### src/logic/mrtl_regs.svh
// Constants of the memory range type lookup
`ifndef MRTL_REGS_SVH
`define MRTL_REGS_SVH
`define MRTL_ADDR_W      32
`define MRTL_PAGE_LSB    12
`define MRTL_VAR_N       8
`define MRTL_FIX_N       88
`define MRTL_FIX64_N     8
`define MRTL_FIX16_N     16
`define MRTL_FIX64_LIM   32'h0007ffff
`define MRTL_FIX16_LIM   32'h000bffff
`define MRTL_FIX4_LIM    32'h000fffff
`define MRTL_FIX16_BASE  32'h00080000
`define MRTL_FIX4_BASE   32'h000c0000
`define MRTL_LARGE_LSB   22
`define MRTL_LOOKUP_LAT  1
`define MRTL_RST_ENABLE  1'b0
`define MRTL_RST_VALID   8'h00
`endif

### src/logic/mrtl_pkg.sv
// Types of the memory range type lookup
package mrtl_pkg;
  typedef enum logic [2:0] {
    MRTL_UNCACHEABLE     = 3'h0,
    MRTL_WRITE_COMBINING = 3'h1,
    MRTL_WRITE_THROUGH   = 3'h4,
    MRTL_WRITE_PROTECTED = 3'h5,
    MRTL_WRITE_BACK      = 3'h6
  } mrtl_type_t;

  typedef struct packed {
    logic [19:0] range_base;
    logic [2:0]  kind;
  } mrtl_base_t;

  typedef struct packed {
    logic [19:0] range_mask;
    logic        valid;
  } mrtl_mask_t;

  typedef struct packed {
    logic       range_enable;
    logic       fixed_range_enable;
    logic [2:0] default_kind;
  } mrtl_ctrl_t;

  typedef struct packed {
    logic [2:0] kind;
    logic       split_4k;
    logic       undefined_overlap;
  } mrtl_result_t;
endpackage : mrtl_pkg

### src/logic/mrtl_lookup.sv
// Physical address memory type resolver
`timescale 1ns/1ns
`include "mrtl_regs.svh"
module mrtl_lookup (
  input  wire logic                              clock_in,
  input  wire logic                              reset_in,
  input  wire logic                              req_valid_in,
  input  wire logic [`MRTL_ADDR_W-1:0]           phys_addr_in,
  input  wire logic                              large_page_in,
  input  wire logic                              fixed_supported_in,
  input  wire logic [3:0]                        variable_range_count_in,
  input  wire logic                              ctrl_we_in,
  input  wire mrtl_pkg::mrtl_ctrl_t              ctrl_in,
  input  wire logic [`MRTL_FIX_N*3-1:0]          fixed_types_in,
  input  wire logic                              var_we_in,
  input  wire logic [2:0]                        var_idx_in,
  input  wire mrtl_pkg::mrtl_base_t              var_base_in,
  input  wire mrtl_pkg::mrtl_mask_t              var_mask_in,
  output logic                                   rsp_valid_out,
  output mrtl_pkg::mrtl_result_t                 rsp_out,
  output mrtl_pkg::mrtl_ctrl_t                   ctrl_out,
  output logic [`MRTL_VAR_N-1:0]                 valid_flags_out
);
  mrtl_pkg::mrtl_ctrl_t ctrl_reg;
  mrtl_pkg::mrtl_base_t base_reg [`MRTL_VAR_N];
  mrtl_pkg::mrtl_mask_t mask_reg [`MRTL_VAR_N];
  logic [`MRTL_VAR_N-1:0] valid_reg;
  logic                   rsp_valid_reg;
  mrtl_pkg::mrtl_result_t rsp_reg;
  logic [`MRTL_VAR_N-1:0] hit;
  logic [`MRTL_VAR_N-1:0] uc_hit;
  logic [2:0]             fix_kind;
  logic                   fix_hit;
  logic [2:0]             var_kind;
  logic                   var_any;
  logic                   var_undef;
  mrtl_pkg::mrtl_result_t rsp_next;

  // Index of the fixed field covering a low address
  function automatic logic [6:0] fix_index(input logic [`MRTL_ADDR_W-1:0] a);
    logic [`MRTL_ADDR_W-1:0] off;
    off = 32'h00000000;
    if (a <= `MRTL_FIX64_LIM) begin
      fix_index = 7'(a[18:16]);
    end else if (a <= `MRTL_FIX16_LIM) begin
      off = a - `MRTL_FIX16_BASE;
      fix_index = 7'(`MRTL_FIX64_N) + 7'(off[17:14]);
    end else begin
      off = a - `MRTL_FIX4_BASE;
      fix_index = 7'(`MRTL_FIX64_N + `MRTL_FIX16_N) + 7'(off[17:12]);
    end
  endfunction : fix_index

  // Control register, reset clears enable
  always_ff @(posedge clock_in) begin
    if (reset_in) begin
      ctrl_reg <= '0;
      ctrl_reg.range_enable <= `MRTL_RST_ENABLE;
    end else if (ctrl_we_in) begin
      ctrl_reg <= ctrl_in;
    end
  end

  // Variable entries; only valid flags have a reset value
  always_ff @(posedge clock_in) begin
    if (reset_in) begin
      valid_reg <= `MRTL_RST_VALID;
    end else if (var_we_in) begin
      valid_reg[var_idx_in] <= var_mask_in.valid;
    end
  end

  always_ff @(posedge clock_in) begin
    if (var_we_in) begin
      base_reg[var_idx_in] <= var_base_in;
      mask_reg[var_idx_in] <= var_mask_in;
    end
  end

  genvar gi;
  generate
    for (gi = 0; gi < `MRTL_VAR_N; gi++) begin : g_var
      // Page-granular masked compare
      assign hit[gi] = valid_reg[gi] && (gi < variable_range_count_in) &&
        ((phys_addr_in[31:12] & mask_reg[gi].range_mask) ==
         (base_reg[gi].range_base & mask_reg[gi].range_mask));
      // Matching uncacheable entry, watched by the overlap check
      assign uc_hit[gi] = hit[gi] && (base_reg[gi].kind == 3'h0);
    end
  endgenerate

  always_comb begin
    fix_hit  = fixed_supported_in && ctrl_reg.fixed_range_enable &&
               (phys_addr_in <= `MRTL_FIX4_LIM);
    fix_kind = fixed_types_in[fix_index(phys_addr_in)*3 +: 3];
  end

  // Overlap resolution across matching entries
  always_comb begin
    logic first;
    logic any_uc;
    logic only_wt_wb;
    logic same;
    first = 1'b1;
    any_uc = 1'b0;
    only_wt_wb = 1'b1;
    same = 1'b1;
    var_kind = 3'h0;
    for (int i = 0; i < `MRTL_VAR_N; i++) begin
      if (hit[i]) begin
        if (!first && base_reg[i].kind != var_kind) begin
          same = 1'b0;
        end
        if (first) begin
          var_kind = base_reg[i].kind;
        end
        first = 1'b0;
        if (base_reg[i].kind == mrtl_pkg::MRTL_UNCACHEABLE) begin
          any_uc = 1'b1;
        end
        if (base_reg[i].kind != mrtl_pkg::MRTL_WRITE_THROUGH &&
            base_reg[i].kind != mrtl_pkg::MRTL_WRITE_BACK) begin
          only_wt_wb = 1'b0;
        end
      end
    end
    var_any = !first;
    var_undef = 1'b0;
    if (any_uc) begin
      var_kind = mrtl_pkg::MRTL_UNCACHEABLE;
    end else if (!same && only_wt_wb) begin
      var_kind = mrtl_pkg::MRTL_WRITE_THROUGH;
    end else if (!same) begin
      var_undef = var_any;
    end
  end

  always_comb begin
    rsp_next = '0;
    rsp_next.kind = ctrl_reg.default_kind;
    if (!ctrl_reg.range_enable) begin
      rsp_next.kind = mrtl_pkg::MRTL_UNCACHEABLE;
    end else if (fix_hit) begin
      rsp_next.kind = fix_kind;
    end else if (var_any) begin
      rsp_next.kind = var_kind;
      rsp_next.undefined_overlap = var_undef;
    end
    // Large page over the low region whose type differs from fixed typing
    rsp_next.split_4k = large_page_in && ctrl_reg.range_enable && fixed_supported_in &&
      ctrl_reg.fixed_range_enable &&
      (phys_addr_in[31:`MRTL_LARGE_LSB] == 10'h000) &&
      ((var_any ? var_kind : ctrl_reg.default_kind) != fix_kind);
  end

  // Registered answer, one cycle latency
  always_ff @(posedge clock_in) begin
    if (reset_in) begin
      rsp_valid_reg <= 1'b0;
      rsp_reg <= '0;
    end else begin
      rsp_valid_reg <= req_valid_in;
      if (req_valid_in) begin
        rsp_reg <= rsp_next;
      end
    end
  end

  assign rsp_valid_out   = rsp_valid_reg;
  assign rsp_out         = rsp_reg;
  assign ctrl_out        = ctrl_reg;
  assign valid_flags_out = valid_reg;

  property p_disabled_uc;
    @(posedge clock_in) disable iff (reset_in)
      (req_valid_in && !ctrl_reg.range_enable) |=> (rsp_out.kind == 3'h0);
  endproperty
  a_disabled_uc: assert property (p_disabled_uc) else $error("disabled not uc");
  property p_fixed_first;
    @(posedge clock_in) disable iff (reset_in)
      (req_valid_in && ctrl_reg.range_enable && fix_hit) |=> (rsp_out.kind == $past(fix_kind));
  endproperty
  a_fixed_first: assert property (p_fixed_first) else $error("fixed not first");
  property p_fix_top;
    @(posedge clock_in) disable iff (reset_in)
      (phys_addr_in == 32'h000fffff) |-> (fix_index(phys_addr_in) == 7'h57);
  endproperty
  a_fix_top: assert property (p_fix_top) else $error("fixed index wrong");
  property p_invalid_no_hit;
    @(posedge clock_in) disable iff (reset_in) (hit & ~valid_reg) == '0;
  endproperty
  a_invalid_no_hit: assert property (p_invalid_no_hit) else $error("invalid hit");
  property p_count_limit;
    @(posedge clock_in) disable iff (reset_in)
      (variable_range_count_in == 4'h0) |-> !var_any;
  endproperty
  a_count_limit: assert property (p_count_limit) else $error("count ignored");
  property p_uc_wins;
    @(posedge clock_in) disable iff (reset_in)
      (req_valid_in && ctrl_reg.range_enable && !fix_hit && (|uc_hit)) |=>
        (rsp_out.kind == 3'h0);
  endproperty
  a_uc_wins: assert property (p_uc_wins) else $error("uc lost");
  property p_reset_clear;
    @(posedge clock_in) reset_in |=> (valid_reg == '0 && !ctrl_reg.range_enable);
  endproperty
  a_reset_clear: assert property (p_reset_clear) else $error("reset not cleared");
  property p_latency;
    @(posedge clock_in) disable iff (reset_in) req_valid_in |=> rsp_valid_out;
  endproperty
  a_latency: assert property (p_latency) else $error("late answer");
  property p_split_low;
    @(posedge clock_in) disable iff (reset_in)
      rsp_out.split_4k |-> $past(phys_addr_in[31:22]) == 10'h000 || !$past(req_valid_in);
  endproperty
  a_split_low: assert property (p_split_low) else $error("split high");
  c_fixed: cover property (@(posedge clock_in) req_valid_in && fix_hit);
  c_var: cover property (@(posedge clock_in) req_valid_in && var_any && !fix_hit);
  c_split: cover property (@(posedge clock_in) rsp_out.split_4k);
endmodule : mrtl_lookup

### config.mk
export PLATFORM = sky130hd
export DESIGN_NAME = mrtl_lookup
export DESIGN_NICKNAME = d
export VERILOG_FILES = /design/src/logic/mrtl_pkg.sv /design/src/logic/mrtl_lookup.sv
export VERILOG_INCLUDE_DIRS = /design/src /design/src/logic
export SDC_FILE = /design/constraint.sdc
export NUM_CORES = 1
export LEC_CHECK = 0
export BUFFER_PORTS_ARGS = -buffer_cell sky130_fd_sc_hd__buf_2
export CAP_MARGIN = 20
export CORE_UTILIZATION = 55
export CTS_CLUSTER_SIZE = 30
export DETAILED_ROUTE_END_ITERATION = 12
export HOLD_SLACK_MARGIN = 0.02
export PLACE_DENSITY = 0.78
export SETUP_SLACK_MARGIN = 0.15
export SYNTH_ARGS = -nofsm -noshare
export SYNTH_HDL_FRONTEND = slang
export SYNTH_SLANG_ARGS = --single-unit
### constraint.sdc
create_clock -name clock_in -period 5.3 [get_ports clock_in]
set_input_delay 1.06 -clock clock_in [delete_from_list [all_inputs] [get_ports clock_in]]
set_output_delay 1.06 -clock clock_in [all_outputs]
set_load 0.05 [all_outputs]
==> qor.txt <==
Post-DP HPWL -> 47.8 mm
Fin Clk Skew -> 32.6 ps
Non-Filler Instances -> 2184
area delta synth->final -> 23.0%
All-Layer GR Usage -> 38.4%
static leakage -> 8.32 nW
Die Ht -> 181 um
hold_buf cts -> 0
Req. time, crit path -> 5710 ps
Fill cells -> 2287
Cell variety after synth -> 72
share of layout cells above drive strength 1 -> 32.7%
min Tclk post-route -> 4670 ps
cts bufs inserted -> 38
Tcrit/Tclk final -> 88.0%
slowest stage cell on the critical path -> o32ai_4
Power Density -> 309 nW/um^2
CP cell instances -> buf_2 -> buf_4 -> nor4_2 -> nand4_1 -> o32ai_4 -> nand2_1 -> o221ai_1 -> o21ai_0 -> a221oi_1 -> or3_1 -> o211ai_1 -> mux2_2 -> a22oi_1 -> nor2_1
reg2reg start -> base_reg[0][15]$_DFFE_PP_
sequential area share after synthesis -> 60.6%
Final Instance Area -> 21700 um^2
synthesized cell area -> 17700 um^2
worst hold margin -> 531 ps
CP Max Fanout -> 13
hold path depth -> 2
Iter 0 DRT Violations -> 1359
antenna violations before repair -> 9
outcome -> complete, no violations
post-CTS sizing -> 0
met1 Usage GRT -> 47.1%
Tightest Hold Check Type -> reg2reg
grt total ovfl -> 0
register area -> 10700 um^2
DRC Markers -> 0
CP top delay family -> compound AO/OA/AOI/OAI gates
CP startpoint kind -> input port
Placed Area -> 20500 um^2
multi-input gate area in the final layout -> 6680 um^2
EDFF count, synth -> 344
Crit path arrival time -> 5070 ps
Final setup viols -> 0
Mapped Cells -> 1316
CTS tree -> yes
RSZ-0062 raised after global routing -> no
final routed wire length divided by cell count -> 29.0 um
R2R depth -> 16
Ys Warns -> 0
CP Capture Type -> flop
routed via count -> 13800
Synth Register Bits -> 363
# port buffers -> 365
CORE AREA -> 31600 um^2
Final GP Congestion -> 0.977
TNS Setup -> 0 ps
Die Span X -> 181 um
Antenna Nets Post-Route -> 0
maximum vdd drop -> 0.340 mV
Initial Utilization -> 56.0%
max reg flops -> 184
htree depth -> 2
GR Layer Usage met2 -> 63.0%
TritonCTS sink count -> 363
later-pin clock latency in the skew report -> 550 ps
Synth top area share -> 58.5%
detailed-route wire length -> 63.4 mm
vias in the first global route -> 13800
Crit Path Category -> in2reg
ys async rst share -> 0%
DR vias/cell -> 6.31
Maximum Capacitance Violations -> 0
crit path from -> phys_addr_in[23]
total I/O pin count -> 378
final slew viol count -> 0
main area contributors after synthesis -> edfxtp_1 58%, xor2_1 8.4%, mux4_2 5.4%
Main synth FF type -> edfxtp_1
slew at the pin closest to its max-slew limit -> 1140 ps
Crit path largest cell delay -> 710 ps
Inst Count DP -> 2109
GR peak layer -> met2
CTS root buf -> clkbuf_16
largest net degree at the start of global routing -> 45
Syn Nets -> 1676
# Post-CTS Setup Buffers -> 0
worst-case clock buffer depth -> 3
worst rel slew slack -> 23.7%
nets -> 2108
WP depth -> 14
Final Hold Fails -> 0
most instantiated cells after synthesis -> 344 x edfxtp_1, 169 x xor2_1, 116 x nand2_1
synthesized area per cell -> 13.4 um^2
clk slew on worst S/H paths -> 60 ps
worst hold start -> rsp_out[4]$_SDFFE_PP0P_
Yosys top cell by area -> edfxtp_1
most common cell in the netlist -> edfxtp_1
met3 Resource Use GR -> 9.96%
cell row count -> 65
first-pass GRT wire length -> 89.2 mm
Die ar. -> 32900 um^2
Fmax -> 214 MHz
router iterations before antenna repair -> 5
crit path buf inv count -> 2
==> worst reg2reg max path: stages (launching register included) <==
cell,delay (ps)
edfxtp_1,400
xor2_1,230
a222oi_1,480
nand3_1,140
buf_4,190
or3_1,500
a31o_2,320
nor3_1,250
buf_4,160
xnor2_1,60
a221o_1,280
a311oi_1,420
buf_4,190
o2111a_1,220
a21o_1,200
xor2_1,170
a211oi_1,80
==> power breakdown <==
| group | internal, mW | switching [mW] | total, mW |
|---|---|---|---|
| Clock | 1.49 | 1.13 | 2.62 |
| Combinational | 0.323 | 0.495 | 0.818 |
| Sequential | 3.24 | 0.0455 | 3.28 |
| Total | 5.05 | 1.67 | 6.72 |
==> worst paths after layout <==
| kind | endpoint | slack (ps) |
|---|---|---|
| setup / recovery | rsp_out[4]$_SDFFE_PP0P_ | 630 |
| hold / removal | rsp_out[4]$_SDFFE_PP0P_ | 530 |
| setup reg to reg | rsp_out[1]$_SDFFE_PP0P_ | 880 |
| hold reg to reg | rsp_out[4]$_SDFFE_PP0P_ | 530 |
==> area by class of cell <==
type                            count  share of cell area [%]
Tap cell                          402                    2.31
Timing Repair Buffer              451                    11.7
Clock buffer                       46                    4.51
Clock inverter                     24                    1.12
Inverter                           19                   0.328
Multi-Input combinational cell    875                    30.7
Sequential cell                   363                    49.3
Antenna cell                        4                  0.0461
==> layout by cell type (no fill, tap or decap), types with 9 or more instances in the layout <==
cell | synthesis | routed
or3_1 | 12 | 12
a22oi_1 | 86 | 86
buf_4 | 7 | 81
nor4_1 | 13 | 13
edfxtp_1 | 344 | 344
clkinv_1 | 0 | 10
nor2b_1 | 10 | 10
inv_1 | 19 | 19
nor2_1 | 73 | 67
mux2_2 | 13 | 13
nand3_1 | 26 | 26
a211oi_1 | 9 | 9
nand2_1 | 116 | 116
o22ai_1 | 14 | 13
xnor2_1 | 9 | 9
o21ai_0 | 23 | 23
nor3_1 | 26 | 24
buf_2 | 32 | 365
xor2_1 | 169 | 169
clkbuf_16 | 0 | 38
nand4_1 | 47 | 47
o211ai_1 | 9 | 9
a21oi_1 | 25 | 25
mux2i_1 | 35 | 35
mux4_2 | 42 | 42
dfxtp_1 | 19 | 19
==> through the flow <==
stage	setup slack [ps]	utilization [%]	power, mW
after detailed placement	231	64.9	4.14
after floorplan	433	-	3.74
final	635	68.9	6.72
after CTS	701	68.8	6.71
after global routing	418	68.9	6.89
after global placement	286	64.9	4.13
==> per-layer routing <==
metal	part of all wire, %	vias to the layer above	routed length, um
met4	5.5	4	3470
met2	47	880	30000
met3	11	174	6820
li1	-	6029	-
met5	0.036	-	23
met1	36	6695	23000
==> logic make-up (layout without fill, tap and decap cells) <==
family	Yosys count	after routing	share of synthesized area [%]
other	0	4	0
flip-flops	363	363	60.6
multiplexers	90	90	8.16
AO/OA/AOI/OAI	243	243	10.1
buffers and inverters	78	540	2.16
adder cells (fa/ha/maj)	1	1	0.0708
XOR/XNOR	178	178	8.82
AND/OR/NAND/NOR	363	363	10.1
No activity file was read; power rests on OpenSTA's default activity.
